===== config.mk =====
export PLATFORM = sky130hd
export DESIGN_NAME = partial_instruction_execute
export DESIGN_NICKNAME = d
export VERILOG_FILES = /design/src/inc/exec_pkg.sv /design/src/logic/file_ram.sv /design/src/logic/partial_instruction_execute.sv
export SDC_FILE = /design/constraint.sdc
export NUM_CORES = 1
export LEC_CHECK = 0
export BUFFER_PORTS_ARGS = -buffer_cell sky130_fd_sc_hd__buf_2
export CORE_MARGIN = 5
export CORE_UTILIZATION = 50
export CTS_BUF_LIST = sky130_fd_sc_hd__clkbuf_4 sky130_fd_sc_hd__clkbuf_8
export CTS_CLUSTER_SIZE = 20
export DETAILED_ROUTE_END_ITERATION = 10
export PLACE_DENSITY = 0.74
export SYNTH_ARGS = -nofsm -noshare
export SYNTH_HDL_FRONTEND = slang
export SYNTH_SLANG_ARGS = --single-unit

===== constraint.sdc =====
create_clock -name clk -period 5.59 [get_ports clk]
set_input_delay 1.118 -clock clk [delete_from_list [all_inputs] [get_ports clk]]
set_output_delay 1.118 -clock clk [all_outputs]
set_load 0.01 [all_outputs]

===== src/inc/exec_pkg.sv =====
// package: opcodes, register addresses and widths for the partial execute unit
package exec_pkg;
    // ------------------------------------------------------------
    // widths
    // ------------------------------------------------------------
    localparam int INSN_W = 12;
    localparam int DATA_W = 8;
    localparam int ADDR_W = 5;
    localparam int PC_W = 10;
    localparam int PC_FORCE_BIT = 8; // the 9th program counter bit
    // ------------------------------------------------------------
    // opcode patterns (upper bits of the 12-bit word)
    // ------------------------------------------------------------
    localparam logic [5:0] OP_ADD_ACC_FILE = 6'h07; // 0001 11
    localparam logic [5:0] OP_AND_ACC_FILE = 6'h05; // 0001 01
    localparam logic [3:0] OP_AND_LITERAL = 4'he; // 1110
    localparam logic [3:0] OP_CLEAR_REG_BIT = 4'h4; // 0100
    localparam logic [8:0] OP_DIR_LOAD = 9'h000; // 0000 0000 0
    // ------------------------------------------------------------
    // file register addresses
    // ------------------------------------------------------------
    localparam logic [4:0] ADDR_TIMER_ZERO = 5'h01;
    localparam logic [4:0] ADDR_PCL = 5'h02;
    localparam logic [4:0] ADDR_STATUS = 5'h03;
    localparam logic [4:0] ADDR_SECOND_PORT = 5'h06;
    localparam logic [2:0] DIR_SECOND_PORT = 3'h6;
    // ------------------------------------------------------------
    // status bit positions and reset values
    // ------------------------------------------------------------
    localparam int ST_CARRY = 0;
    localparam int ST_NIBBLE = 1;
    localparam int ST_ZERO = 2;
    localparam logic [7:0] ACC_RESET = 8'h00;
    localparam logic [7:0] DIR_RESET = 8'hff;
    localparam logic [9:0] PC_RESET = 10'h000;
    localparam logic [2:0] FLAGS_RESET = 3'h0;
endpackage : exec_pkg


===== src/logic/file_ram.sv =====
// file register memory with registered read data
`timescale 1ns/10ps
module file_ram
#(
    parameter int DATA_W = 8,
    parameter int ADDR_W = 5
)
(
    input wire logic clk,
    input wire logic [ADDR_W-1:0] rd_addr,
    output logic [DATA_W-1:0] rd_data,
    input wire logic wr_en,
    input wire logic [ADDR_W-1:0] wr_addr,
    input wire logic [DATA_W-1:0] wr_data
);
    logic [DATA_W-1:0] mem [0:(1<<ADDR_W)-1];

    // write port and registered read port
    always_ff @(posedge clk)
    begin
        if (wr_en)
        begin
            mem[wr_addr] <= wr_data;
        end
        rd_data <= mem[rd_addr];
    end
endmodule : file_ram


===== src/logic/partial_instruction_execute.sv =====
// execute stage for add, and, bit-clear and direction-latch-load instructions
`timescale 1ns/10ps
module partial_instruction_execute
    import exec_pkg::*;
#(
    parameter int CYCLE_DIV = 4 // clock cycles per instruction cycle
)
(
    input wire logic clk,
    input wire logic sys_rst,
    input wire logic [INSN_W-1:0] insn,
    input wire logic insn_valid,
    input wire logic prescaler_on_timer,
    input wire logic [PC_W-1:0] pc_in,
    input wire logic [DATA_W-1:0] pin_in,
    output logic [DATA_W-1:0] acc,
    output logic [2:0] flags,
    output logic [PC_W-1:0] pc_out,
    output logic pc_load,
    output logic prescaler_clear,
    output logic [DATA_W-1:0] port_out,
    output logic [DATA_W-1:0] port_oe,
    output logic [DATA_W-1:0] dir_latch,
    output logic insn_done
);
    typedef enum logic [1:0]
    {
        ST_FETCH = 2'b00,
        ST_EXEC = 2'b01
    } phase_e;

    // ------------------------------------------------------------
    // helpers
    // ------------------------------------------------------------
    function automatic logic is_zero(input logic [DATA_W-1:0] v);
        is_zero = (v == '0);
    endfunction : is_zero

    // ------------------------------------------------------------
    // instruction-cycle enable
    // ------------------------------------------------------------
    logic [7:0] div_reg, div_next;
    logic cyc_en;
    always_comb
    begin
        div_next = (div_reg == 8'(CYCLE_DIV - 1)) ? 8'h00 : div_reg + 8'h01;
    end
    assign cyc_en = (div_reg == 8'(CYCLE_DIV - 1));
    always_ff @(posedge clk or posedge sys_rst)
    begin
        if (sys_rst)
            div_reg <= 8'h00;
        else
            div_reg <= div_next;
    end

    // ------------------------------------------------------------
    // pin synchroniser
    // ------------------------------------------------------------
    logic [DATA_W-1:0] pin_s1_reg, pin_s2_reg;
    always_ff @(posedge clk or posedge sys_rst)
    begin
        if (sys_rst)
        begin
            pin_s1_reg <= '0;
            pin_s2_reg <= '0;
        end
        else
        begin
            pin_s1_reg <= pin_in;
            pin_s2_reg <= pin_s1_reg;
        end
    end

    // ------------------------------------------------------------
    // decode and operand fetch; file read is registered, so the
    // instruction is latched on the first clock and executed once
    // read data arrive, all inside one instruction cycle
    // ------------------------------------------------------------
    logic [INSN_W-1:0] ir_reg, ir_next;
    phase_e ph_reg, ph_next;
    logic [DATA_W-1:0] rd_data;
    logic [ADDR_W-1:0] faddr;
    logic dsel;
    assign faddr = ir_reg[4:0];
    assign dsel = ir_reg[5];

    logic [DATA_W-1:0] acc_reg, acc_next, port_reg, port_next, dir_reg, dir_next;
    logic [2:0] flg_reg, flg_next;
    logic [PC_W-1:0] pc_reg, pc_next;
    logic pcl_reg, pcl_next, psc_reg, psc_next, done_reg, done_next;
    logic wr_en;
    logic [DATA_W-1:0] wr_data, src, res;
    logic [DATA_W:0] sum;
    logic [4:0] nsum;
    logic writes_file, touch_timer;

    // execution of one instruction per instruction cycle
    always_comb
    begin
        ir_next = ir_reg;
        ph_next = ph_reg;
        acc_next = acc_reg;
        flg_next = flg_reg;
        pc_next = pc_reg;
        pcl_next = 1'b0;
        psc_next = 1'b0;
        done_next = 1'b0;
        port_next = port_reg;
        dir_next = dir_reg;
        wr_en = 1'b0;
        wr_data = '0;
        res = '0;
        writes_file = 1'b0;
        touch_timer = 1'b0;
        // port reads take the pin levels, not the output latch
        src = (faddr == ADDR_SECOND_PORT) ? pin_s2_reg : rd_data;
        sum = {1'b0, acc_reg} + {1'b0, src};
        nsum = {1'b0, acc_reg[3:0]} + {1'b0, src[3:0]};
        case (ph_reg)
            ST_FETCH:
            begin
                if (cyc_en && insn_valid)
                begin
                    ir_next = insn;
                    ph_next = ST_EXEC;
                end
            end
            ST_EXEC:
            begin
                ph_next = ST_FETCH;
                done_next = 1'b1;
                if (ir_reg[11:6] == OP_ADD_ACC_FILE)
                begin
                    res = sum[DATA_W-1:0];
                    flg_next[ST_CARRY] = sum[DATA_W];
                    flg_next[ST_NIBBLE] = nsum[4];
                    flg_next[ST_ZERO] = is_zero(res);
                    writes_file = dsel;
                    touch_timer = dsel;
                    if (!dsel)
                        acc_next = res;
                end
                else if (ir_reg[11:6] == OP_AND_ACC_FILE)
                begin
                    res = acc_reg & src;
                    flg_next[ST_ZERO] = is_zero(res);
                    writes_file = dsel;
                    touch_timer = dsel;
                    if (!dsel)
                        acc_next = res;
                end
                else if (ir_reg[11:8] == OP_AND_LITERAL)
                begin
                    acc_next = acc_reg & ir_reg[7:0];
                    flg_next[ST_ZERO] = is_zero(acc_next);
                end
                else if (ir_reg[11:8] == OP_CLEAR_REG_BIT)
                begin
                    res = src & ~(8'h01 << ir_reg[7:5]);
                    writes_file = 1'b1;
                    touch_timer = 1'b1;
                end
                else if (ir_reg[11:3] == OP_DIR_LOAD && ir_reg[2:0] == DIR_SECOND_PORT)
                begin
                    dir_next = acc_reg;
                end
                if (writes_file)
                begin
                    wr_en = 1'b1;
                    wr_data = res;
                    if (faddr == ADDR_SECOND_PORT)
                        port_next = res;
                    if (faddr == ADDR_STATUS)
                        flg_next = res[2:0];
                    if (faddr == ADDR_PCL)
                    begin
                        // computed jump: bit 8 forced low
                        pc_next = {pc_in[PC_W-1], 1'b0, res};
                        pcl_next = 1'b1;
                    end
                end
                if (touch_timer && faddr == ADDR_TIMER_ZERO && prescaler_on_timer)
                    psc_next = 1'b1;
            end
            default:
            begin
                ph_next = ST_FETCH;
            end
        endcase
    end

    file_ram #(.DATA_W(DATA_W), .ADDR_W(ADDR_W)) u_ram
    (
        .clk(clk),
        .rd_addr(ph_reg == ST_FETCH ? insn[4:0] : faddr),
        .rd_data(rd_data),
        .wr_en(wr_en),
        .wr_addr(faddr),
        .wr_data(wr_data)
    );

    // state registers
    always_ff @(posedge clk or posedge sys_rst)
    begin
        if (sys_rst)
        begin
            ir_reg <= '0;
            ph_reg <= ST_FETCH;
            acc_reg <= ACC_RESET;
            flg_reg <= FLAGS_RESET;
            pc_reg <= PC_RESET;
            pcl_reg <= 1'b0;
            psc_reg <= 1'b0;
            done_reg <= 1'b0;
            port_reg <= '0;
            dir_reg <= DIR_RESET;
        end
        else
        begin
            ir_reg <= ir_next;
            ph_reg <= ph_next;
            acc_reg <= acc_next;
            flg_reg <= flg_next;
            pc_reg <= pc_next;
            pcl_reg <= pcl_next;
            psc_reg <= psc_next;
            done_reg <= done_next;
            port_reg <= port_next;
            dir_reg <= dir_next;
        end
    end

    // ------------------------------------------------------------
    // outputs; a direction bit of one turns the driver off
    // ------------------------------------------------------------
    logic [DATA_W-1:0] oe_reg;
    always_ff @(posedge clk or posedge sys_rst)
    begin
        if (sys_rst)
            oe_reg <= '0;
        else
            oe_reg <= ~dir_next;
    end
    assign acc = acc_reg;
    assign flags = flg_reg;
    assign pc_out = pc_reg;
    assign pc_load = pcl_reg;
    assign prescaler_clear = psc_reg;
    assign port_out = port_reg;
    assign port_oe = oe_reg;
    assign dir_latch = dir_reg;
    assign insn_done = done_reg;
endmodule : partial_instruction_execute


**After elaboration in Yosys (flattened, before gate mapping)**

Memories as Yosys holds them, arrays and structs flattened. A register that Yosys moved wholly into a read port is not among the register bits.
Index checks and enable logic that the tools add are counted.

- Register bits after elaboration: 85
- Memory bits (writable): 256
- Output and inout bits: 48
- Word-level logic and storage cells: 95
- Memories: 1

- Add/subtract/negate cells: 3
- Eq/ne operators: 14
- Shift-type cells: 1
- Multiplexer cells: 43
- Bitwise operators: 5
- Reduce and logical (&&, ||, !) cells: 14

Memory list:

| name | depth | width | rd ports | clocked after Yosys merged registers in | write ports | line | text |
|---|---|---|---|---|---|---|---|
| u_ram.mem | 32 | 8 | 1 | 1 | 1 | file_ram.sv:16 | `logic [DATA_W-1:0] mem [0:(1<<ADDR_W)-1];` |

Operators with widths:

| cell | count |
|---|---|
| 8-bit two-way mux | 19 |
| 8-bit AND | 3 |
| 8-bit logical NOT | 3 |
| 1-bit two-way mux | 18 |
| 8-bit inverter | 2 |
| 6-bit by 3-bit == test with 1-bit output, second input constant | 2 |
| 5-bit by 2-bit == test with 1-bit output, second input constant | 2 |
| 8-bit by 8-bit adder with 9-bit output | 1 |
| 9-bit logical NOT | 1 |
| 8-bit by 1-bit adder with 8-bit output, second input constant | 1 |
| 8-bit by 2-bit == test with 1-bit output, second input constant | 1 |
| 1-bit by 3-bit left shift with 8-bit output, first input constant | 1 |
| 2-bit two-way mux | 3 |
| 3-bit two-way mux | 2 |
| 2-bit inequality test, second input constant | 3 |
| 3-bit AND reduction | 2 |
| 4-bit by 4-bit adder with 5-bit output | 1 |
| 5-bit by 1-bit == test with 1-bit output, second input constant | 1 |
| 5-bit by 3-bit == test with 1-bit output, second input constant | 1 |
| 5-bit two-way mux | 1 |
| 4-bit by 3-bit == test with 1-bit output, second input constant | 1 |
| 4-bit == test, second input constant | 1 |
| 1-bit logical AND | 4 |
| 4-bit AND reduction | 1 |
| 5 further kinds | 5 |

**Logic depth before layout (Yosys ltp)**

Gate-level depths: netlist of the first run.

- Depth after elaboration: 10
- Mapped depth: 15

**Cells and area by module**

From an unflattened synthesis of the first run, not the netlist that was laid out.

- Cell total of the unflattened synthesis: 801
- Area, all modules: 13992.2 um^2

Modules (own cells, without submodules):

| module | times used | cells each | area each (um^2) | sequential area each (um^2) |
|---|---|---|---|---|
| file_ram | 1 | 417 | 10053.4 | 7847.5 |
| partial_instruction_execute | 1 | 384 | 3938.8 | 2112.0 |

**Worst setup path after synthesis of the first run**

Ideal clock, no wire load.

- Path kind: reg-to-reg
- From: register ir_reg[3]
- To: memory u_ram.mem[0][6], data pin
- Data arrival time: 3.807 ns
- Required time: 5.239 ns
- Path slack: 1.432 ns
- Stages on the path, launching flop included: 15
- Path buffers: 1
- Path through: dfrtp_1 > or3b_1 > or3_1 > buf_6 > mux2i_1 > inv_1 > ha_1 > inv_1 > fa_1 > nor2b_1 > o31ai_1 > a21oi_1 > o31ai_1 > a21boi_2 > nor2_1

- Cells in the longest elaborated chain, start to end: 9
- Elaborated cells between the ends (all ways): 11
- Classes of those cells: add/sub (1); eq/ne (1); mux (7); bitwise (2)

RTL lines:

| item | line | text |
|---|---|---|
| start, declared | partial_instruction_execute.sv:80 | `logic [INSN_W-1:0] ir_reg, ir_next;` |
| start signal, assigned | partial_instruction_execute.sv:221 | `ir_reg <= ir_next;` |
| 5-bit by 3-bit == test with 1-bit output * | partial_instruction_execute.sv:117 | `src = (faddr == ADDR_SECOND_PORT) ? pin_s2_reg : rd_data;` |
| 8-bit two-way mux * | partial_instruction_execute.sv:117 |  |
| branches (longest 4 deep; another with 8-bit by 8-bit adder with 9-bit output) | n/a |  |
| 8-bit two-way mux * | partial_instruction_execute.sv:133 | `if (ir_reg[11:6] == OP_ADD_ACC_FILE)` |
| 8-bit two-way mux * | partial_instruction_execute.sv:168 | `if (writes_file)` |
| 8-bit two-way mux * | partial_instruction_execute.sv:120 | `case (ph_reg)` |
| named net u_ram.wr_data[6] | file_ram.sv:14 | `input wire logic [DATA_W-1:0] wr_data` |
| end, declared | file_ram.sv:16 |  |

Mark *: on every way through the listed nets, which the timed path passes.

**Worst setup path after layout of the first run**

- From: register ir_reg[2]
- To: memory u_ram.mem[3][4], data pin

The elaborated chain is that of the path after synthesis.

==> run metrics, run 1 <==
status completed; Clock Sinks 348; Crit. End Element flop; RD Place Congestion 0.911; DRC 0; Detail Route Antenna Nets 0; total core area roughly 29,000 um2; Top FF cell, synth edfxtp_1; pin count of the biggest net entering global routing between 60 and 70; drt first pass iters 6; top-area cell type share of the netlist area a little over half; Setup Fix Bufs, Post-CTS 0; # rows slightly above 60; #FFs+latches synth between 300 and 400; chip width between 150 and 200 um; Max-cap violations 0; sequential power share roughly 54%; Iter 0 DRT Violations around 1,300; total grt overflow 0; CTS max path bufs 3; Vias/cell ~6; Post-Synthesis Cells about 1,000; worst clock skew around 0.029 ns; worst path cell trace or3b_1, or3_1, mux2i_1, inv_1, ha_1, inv_1, fa_1, nor2b_1, o31ai_1, a31oi_1, o31a_1, nor2_2, buf_4; Layout Utilization 57.4%; initial core utilization 50.9%; Synth Cell Area between 10,000 and 15,000 um2; Clk pwr share about two fifths; Startpoint Class flop; port bufs between 70 and 80; Post-synth EDFFs approximately 260; DP HPWL 22,700 um; slowest stage delay, CP about 0.74 ns; crit path DAT about 5.3 ns; Die ar. 32,900 um2; Final setup violation count 0; Net Sw Power 0.00123 W; Post-Synth XOR/XNOR Area 0.537%; Slew headroom between 20 and 25%; crit-path max FO 18; Worst Max-Slew Pin Slew ~1.2 ns; Non-Filler Instances roughly 1,600; most frequent cells in the layout edfxtp_1, nand2_1, dfrtp_1; final hold violation count 0; Hold Buf Count CTS 0; Final Cycle Share around 87%; largest family of logic cells by synthesized area compound AO/OA/AOI/OAI gates; Synth Area in Adders 0.903%; Comb pwr share roughly 6%; vias in the first global route approximately 9,300; Avg Synthesized Cell Area between 10 and 15 um2; net count after synthesis between 1,000 and 1,500; Synth Area in Compound Gates 11.2%; Tot Pwr between 0.005 and 0.006 W; Max VDD drop 335 uV; Leak between 6 and 7 nW; worst skew pair latency 0.61 ns; final wirelength 35,900 um; number of buffers created by CTS 53; CP required about 6.1 ns; cell internal pwr 0.00404 W; share of cells above drive strength 1 a little under a quarter; mux share of post-synthesis cell area a little over 8%; CTS resizes 0; sw frac between 20% and 30%; Vias about 9,400; synth unique cells 82; TritonCTS clock tree built; RSZ-0062 raised after global routing false; most common cell after layout, fill and taps aside edfxtp_1; max-slew violations 0; leading post-synthesis cells by cell area edfxtp_1, dfrtp_1, mux4_2; global-route wire length before repair 54,400 um; Most Frequent Cell on Critical Path inv_1; slowest CP cell nor2_2; area leader, netlist edfxtp_1; Fmax around 210 MHz; CTS clk-pin slew, worst paths approximately 0.07 ns; sequential element share of the synthesized area 67.8%; I/O pins just over 80; post-DR wirelength/cell 23.0 um; root buffer cell clkbuf_8; max FFs per register 256; type of the most critical hold path reg -> reg; minimum clock period around 5 ns; CP Class reg -> reg; CP bufs+invs 3; critical path's top delay family simple AND/OR/NAND/NOR gates; placed cells about 1,500; Simple-Gate Fraction of Synth Area 8.66%; H-tree depth 2; die height 181 um; async set-or-reset flop fraction in the synthesized netlist about a quarter; # nets final 1,175; initial antenna violation count 1; Setup TNS 0 ns; internal reg-to-reg setup slack 0.71 ns; layout overhead on the synthesized area 12.7%; Power Density 318 nW/um2; Ys Warns 0; all-layer global routing usage 21.4%
==> worst reg2reg max path: cells and delay by family, from the launching register on <==
kind / cells / cell delay, ns
DFF: 1 / 0.65
buffers and inverters: 3 / 0.46
and+or+nand+nor: 4 / 1.88
adders and majority gates: 2 / 0.47
AOI/OAI and AO/OA: 3 / 0.99
muxes: 1 / 0.29
==> stage by stage <==
step	setup WS [ns]	hold WS (ns)	instance area [um2]
2_1_floorplan	1.43	0.331	14700
3_3_place_gp	0.970	0.335	15400
3_5_place_dp	0.815	0.336	15400
4_1_cts	0.812	0.349	16500
5_1_grt	0.488	0.350	16500
6_report	0.713	0.348	16600
==> layout make-up <==
cell class              count  area (um2)
diodes                      1        2.50
clock buffers              72         897
clock inverters            28         201
fillers                  2283       12300
inverters                  41         155
multi-input cells         598        4360
flip-flops and latches    348        9960
well taps                 384         480
repair buffers             89         490
==> synthesized netlist by cell type (all sizes together) (14+ instances only) <==
library cell and number:
a211oi 17, and2 15, a21oi 41, buf 26
o31ai 15, mux2 16, clkbuf 30, nor3 14
a22oi 34, inv 40, dfrtp 76, mux2i 15
o21ai 34, mux4 37, nand2 133, nor2 66
edfxtp 256
==> cells by family (layout without fill, tap and decap cells) <==
| kind of cell | after synthesis | count (layout) |
|---|---|---|
| AO/OA/AOI/OAI | 229 | 229 |
| adder cells (fa/ha/maj) | 10 | 10 |
| XOR/XNOR | 9 | 9 |
| other | 1 | 2 |
| buffers and inverters | 97 | 230 |
| AND/OR/NAND/NOR | 281 | 281 |
| flip-flops | 348 | 348 |
| multiplexers | 68 | 68 |
==> path summary, 6_finish.rpt <==
path | start | to | cells after the start
setup / recovery | ir_reg[2] | u_ram.mem[3][4] | 13
hold / removal | pin_s1_reg[5] | pin_s2_reg[5] | 0
setup reg to reg | ir_reg[2] | u_ram.mem[3][4] | 13
hold reg to reg | pin_s1_reg[5] | pin_s2_reg[5] | 0
max in group asynchronous | sys_rst | pc_out[1] | 3
min in group asynchronous | sys_rst | pin_s2_reg[6] | 2
==> routing by layer <==
layer | share of wire (%) | vias up | GRT usage (%)
met5 | 0 | - | 0
met3 | 8.7 | 104 | 4.38
met4 | 3.8 | 0 | 7.93
met1 | 41 | 4621 | 29.6
li1 | - | 4174 | -
met2 | 47 | 536 | 33.9
==> power by group through the flow <==
| stage | logic [W] | registers [W] | clock network [W] |
|---|---|---|---|
| final | 0.000314 | 0.00282 | 0.00214 |
| after global routing | 0.000341 | 0.00282 | 0.00229 |
| after CTS | 0.000312 | 0.00281 | 0.00217 |
| after detailed placement | 0.000310 | 0.00287 | 0 |
| after global placement | 0.000307 | 0.00287 | 0 |
| after floorplan | 0.000228 | 0.00285 | 0 |
Note: power is estimated with default switching activity, not from simulation.
==> run 2, diff against run 1 <==
--- a/config.mk
+++ b/config.mk
@@ -6,6 +6,7 @@
 export NUM_CORES = 1
 export LEC_CHECK = 0
 export BUFFER_PORTS_ARGS = -buffer_cell sky130_fd_sc_hd__buf_2
+export CAP_MARGIN = 0
 export CORE_MARGIN = 5
 export CORE_UTILIZATION = 50
 export CTS_BUF_LIST = sky130_fd_sc_hd__clkbuf_4 sky130_fd_sc_hd__clkbuf_8
==> constraint.sdc (replaced) <==
create_clock -name clk -period 4.5 [get_ports clk]
set_input_delay 0.9 -clock clk [delete_from_list [all_inputs] [get_ports clk]]
set_output_delay 0.9 -clock clk [all_outputs]
set_load 0.01 [all_outputs]
==> run metrics, run 2 (same netlist as run 1, synthesis figures left out) <==
Crit. End Element flop (unchanged); total core area 28,900 um2 (unchanged); cell internal pwr 0.00501 W (was 0.00404 W); CP required 4.70 ns (was 6.05 ns); CP Class reg -> reg (unchanged); die height 181 um (unchanged); CTS clk-pin slew, worst paths 0.06 ns (was 0.07 ns); Max VDD drop 234 uV (was 335 uV); DP HPWL 23,200 um (was 22,700 um); worst clock skew 0.0293 ns (was 0.0288 ns); port bufs 71 (unchanged); max-slew violations 0 (unchanged); layout overhead on the synthesized area 14.2% (was 12.7%); post-DR wirelength/cell 22.5 um (was 23.0 um); Final Cycle Share 94.9% (was 87.2%); Startpoint Class flop (unchanged); crit-path max FO 32 (was 18); Die ar. 32,900 um2 (unchanged); initial core utilization 50.9% (unchanged); share of cells above drive strength 1 24.9% (was 23.3%); crit path DAT 4.47 ns (was 5.33 ns); final wirelength 35,700 um (was 35,900 um); H-tree depth 2 (unchanged); Ant. Diodes 0 (was 1); chip width 181 um (unchanged); number of buffers created by CTS 53 (unchanged); initial antenna violation count 0 (was 1); Net Sw Power 0.00148 W (was 0.00123 W); Setup crit start ir_reg[3] (was ir_reg[2]); RSZ-0062 raised after global routing false (unchanged); # nets final 1,206 (was 1,175); Final setup violation count 0 (unchanged); worst skew pair latency 0.59 ns (was 0.61 ns); drt first pass iters 6 (unchanged); Iter 0 DRT Violations 1,275 (was 1,315); DRC 0 (unchanged); Setup TNS 0 ns (unchanged); most frequent cells in the layout edfxtp_1, nand2_1, dfrtp_1 (unchanged); root buffer cell clkbuf_8 (unchanged); Comb pwr share 6.7% (was 6.0%); Worst Max-Slew Pin Slew 1.19 ns (was 1.16 ns); Power Density 387 nW/um2 (was 318 nW/um2); Detail Route Antenna Nets 0 (unchanged); Clk pwr share 39.5% (was 40.6%); Hold Buf Count CTS 0 (unchanged); Worst R2R Start ir_reg[3] (was ir_reg[2]); pin count of the biggest net entering global routing 51 (was 61); CTS max path bufs 3 (unchanged); worst min-delay path startpoint pin_s1_reg[0] (was pin_s1_reg[5]); Max-cap violations 0 (unchanged); type of the most critical hold path reg -> reg (unchanged); max FFs per register 256 (unchanged); most common cell after layout, fill and taps aside edfxtp_1 (unchanged); Layout Utilization 58.1% (was 57.4%); status completed (unchanged); Fmax 234 MHz (was 205 MHz); final hold violation count 0 (unchanged); total grt overflow 0 (unchanged); sequential power share 53.7% (was 53.5%); Leak 6.61 nW (was 6.48 nW); Vias/cell 6.03 (was 6.04); Clock Sinks 348 (unchanged); minimum clock period 4.27 ns (was 4.88 ns); Slew headroom 20.3% (was 22.5%); I/O pins 82 (unchanged); RD Place Congestion 0.951 (was 0.911); Vias 9,547 (was 9,435); global-route wire length before repair 55,100 um (was 54,400 um); all-layer global routing usage 21.4% (about the same); vias in the first global route 9,376 (was 9,251); # rows 62 (unchanged); TritonCTS clock tree built (unchanged); sw frac 22.9% (was 23.4%); hold slack 0.345 ns (was 0.348 ns)
[run 2: cell type report]
cell class	count	area (um2)
multi-input cells	598	4370
well taps	384	480
repair buffers	120	761
inverters	41	155
clock inverters	23	171
fillers	2250	12100
flip-flops and latches	348	9960
clock buffers	69	875
[run 2: power groups by stage]
stage	Sequential (W)	Combinational, W	Clock, W
finish	0.00349	0.000438	0.00257
detailed placement	0.00355	0.000431	0
global route	0.00349	0.000472	0.00277
floorplan	0.00354	0.000283	0
CTS	0.00349	0.000434	0.00261
global placement	0.00355	0.000426	0
[run 2: layer usage]
metal | global-route usage (%) | wire, um | up-vias
li1 | - | - | 4229
met1 | 30.2 | 14700 | 4761
met2 | 34.4 | 17000 | 493
met3 | 3.76 | 3080 | 64
met4 | 6.36 | 905 | 0
met5 | 0 | 0 | -
[run 2: path summary, 6_finish.rpt]
check                                        end  slack, ns  cells after the start
worst max-delay path            u_ram.mem[30][2]       0.23                     14
worst min-delay path               pin_s2_reg[0]       0.35                      0
worst max register to register  u_ram.mem[30][2]       0.23                     14
worst min register to register     pin_s2_reg[0]       0.35                      0
max in group asynchronous              ir_reg[6]       3.09                      3
min in group asynchronous          pin_s1_reg[6]       0.46                      2
[run 2: critical path: stages (launching register included)]
cell and delay, ns:
dfrtp_1 0.37, or3b_1 0.39, or3_1 0.33, buf_4 0.21, mux2i_1 0.15, inv_1 0.06
ha_1 0.17, buf_4 0.14, inv_1 0.05, fa_1 0.44, xnor2_1 0.21, mux2_2 0.18
nand2_1 0.07, o31a_2 0.20, nor2_2 0.92
[run 2: what timing repair did]
action                     CTS  global route
setup buffers                0             0
resized for setup            0             1
setup endpoints to repair    0            32
[run 2: through the flow]
stage	cells	area (um2)	setup slack, ns	power [W]
after detailed placement	1491	15700	0.0989	0.00398
after global routing	1583	16800	0.0299	0.00673
after global placement	1491	15700	0.174	0.00398
after CTS	1583	16800	0.0267	0.00653
after floorplan	1043	14700	0.342	0.00382
final	1583	16800	0.228	0.00649
==> run 3, diff against run 2 <==
--- a/config.mk
+++ b/config.mk
@@ -13,6 +13,7 @@
 export CTS_CLUSTER_SIZE = 20
 export DETAILED_ROUTE_END_ITERATION = 10
 export PLACE_DENSITY = 0.74
+export RECOVER_POWER = 100
 export SYNTH_ARGS = -nofsm -noshare
 export SYNTH_HDL_FRONTEND = slang
 export SYNTH_SLANG_ARGS = --single-unit
==> run metrics, run 3 (same netlist as run 1, synthesis figures left out) <==
layout overhead on the synthesized area 13.2% (was 14.2%); crit-path max FO 32 (unchanged); type of the most critical hold path reg -> reg (unchanged); RD Place Congestion 0.951 (unchanged); worst skew pair latency 0.59 ns (about the same); initial core utilization 50.9% (unchanged); placed cells 1,491 (unchanged); Die ar. 32,900 um2 (unchanged); post-DR wirelength/cell 22.7 um (was 22.5 um); Setup Fix Bufs, Post-CTS 0 (unchanged); Non-Filler Instances 1,583 (unchanged); drt first pass iters 6 (unchanged); Hold Buf Count CTS 0 (unchanged); chip width 181 um (unchanged); pin count of the biggest net entering global routing 51 (unchanged); TritonCTS clock tree built (unchanged); Iter 0 DRT Violations 1,220 (was 1,275); Crit. End Element flop (unchanged); DP Area 15,700 um2 (unchanged); Final setup violation count 0 (unchanged); Fmax 234 MHz (about the same); filler instances 2,279 (was 2,250); Slew headroom -45.4% (was 20.3%); slowest CP cell buf_2 (was nor2_2); fin area 16,600 um2 (was 16,800 um2); Most Frequent Cell on Critical Path buf_4; Setup TNS 0 ns (unchanged); Final Cycle Share 95.1% (was 94.9%); # rows 62 (unchanged); Power Density 390 nW/um2 (was 387 nW/um2); most common cell after layout, fill and taps aside edfxtp_1 (unchanged); CP required 4.78 ns (was 4.70 ns); Startpoint Class flop (unchanged); worst clock skew 0.0276 ns (was 0.0293 ns); Vias 9,641 (was 9,547); minimum clock period 4.28 ns (was 4.27 ns); max FFs per register 256 (unchanged); # nets final 1,206 (unchanged); Detail Route Antenna Nets 0 (unchanged); H-tree depth 2 (unchanged); Leak 6.42 nW (was 6.61 nW); crit path DAT 4.56 ns (was 4.47 ns); total core area 28,900 um2 (unchanged); CP bufs+invs 4 (unchanged); failing checks capacitance limit, slew limit; slowest stage delay, CP 0.54 ns (was 0.92 ns); RSZ-0062 raised after global routing false (unchanged); status complete, but fails checks (was completed); max-slew violations 170 (was 0); CTS resizes 0 (unchanged); initial antenna violation count 0 (unchanged); DRC 0 (unchanged); Ant. Diodes 0 (unchanged); final hold violation count 0 (unchanged); Worst Max-Slew Pin Slew 2.17 ns (was 1.19 ns); vias in the first global route 9,376 (unchanged); port bufs 71 (unchanged); critical path's top delay family compound AO/OA/AOI/OAI gates (was simple AND/OR/NAND/NOR gates); FF/Latch Area 9960 um2 (unchanged); Vias/cell 6.09 (was 6.03); total grt overflow 0 (unchanged); Clock Sinks 348 (unchanged); number of buffers created by CTS 53 (unchanged); Max-cap violations 5 (was 0); CTS clk-pin slew, worst paths 0.06 ns (about the same); worst path cell trace or3b_1, or3_1, buf_4, mux2i_1, inv_1, ha_1, a211o_1, buf_4, a2111o_1, o311ai_0, mux2_1, a21oi_1, nor2_2, buf_2 (was or3b_1, or3_1, buf_4, mux2i_1, inv_1, ha_1, buf_4, inv_1, fa_1, xnor2_1, mux2_2, nand2_1, o31a_2, nor2_2); DP HPWL 23,200 um (unchanged); die height 181 um (unchanged); global-route wire length before repair 55,100 um (unchanged); final wirelength 35,900 um (was 35,700 um); Max VDD drop 234 uV (about the same); area occupied by multi-input gates 4300 um2 (was 4370 um2); root buffer cell clkbuf_8 (unchanged); most frequent cells in the layout edfxtp_1, nand2_1, dfrtp_1 (unchanged); I/O pins 82 (unchanged); share of cells above drive strength 1 18.9% (was 24.9%); CTS max path bufs 3 (unchanged); CP Class reg -> reg (unchanged); all-layer global routing usage 21.4% (unchanged)
==> run 3: per-layer routing <==
layer,vias up,wire [um],track usage [%]
li1,4230,-,-
met1,4823,14700,30.2
met2,523,17100,34.4
met3,65,3230,3.76
met4,0,860,6.36
met5,-,0,0
==> run 3: cell type report <==
class / count / share of cell area [%]
Sequential cell: 348 / 60.0
Multi-Input combinational cell: 598 / 25.9
Clock buffer: 69 / 5.26
Timing Repair Buffer: 120 / 4.01
Tap cell: 384 / 2.89
Clock inverter: 23 / 1.03
Inverter: 41 / 0.934
==> run 3: worst paths after layout <==
kind                                     from          endpoint  slack, ns  cells past startpoint
worst max-delay path                ir_reg[3]  u_ram.mem[30][5]       0.22                     14
worst max register to register      ir_reg[3]  u_ram.mem[30][5]       0.22                     14
worst min-delay path            pin_s1_reg[0]     pin_s2_reg[0]       0.35                      0
worst min register to register  pin_s1_reg[0]     pin_s2_reg[0]       0.35                      0
max in group asynchronous             sys_rst         ir_reg[6]       1.20                      3
min in group asynchronous             sys_rst         ir_reg[9]       0.88                      2
==> run 3: report_power, final <==
group | leakage (nW) | total [W] | internal [W] | switching, W
sequential | 4.03 | 0.00349 | 0.00345 | 0.0000359
clock | 0.551 | 0.00257 | 0.00139 | 0.00118
combinational | 1.83 | 0.000424 | 0.000162 | 0.000263
==> run 3: through the flow <==
step | util [%] | hold slack [ns] | power (W) | setup slack (ns)
final | 57.6 | 0.346 | 0.00648 | 0.222
after global routing | 57.6 | 0.349 | 0.00672 | 0.0200
after CTS | 58.1 | 0.350 | 0.00653 | 0.0267
after detailed placement | 54.5 | 0.339 | 0.00398 | 0.0989
after global placement | 54.5 | 0.340 | 0.00398 | 0.174
after floorplan | - | 0.331 | 0.00382 | 0.342
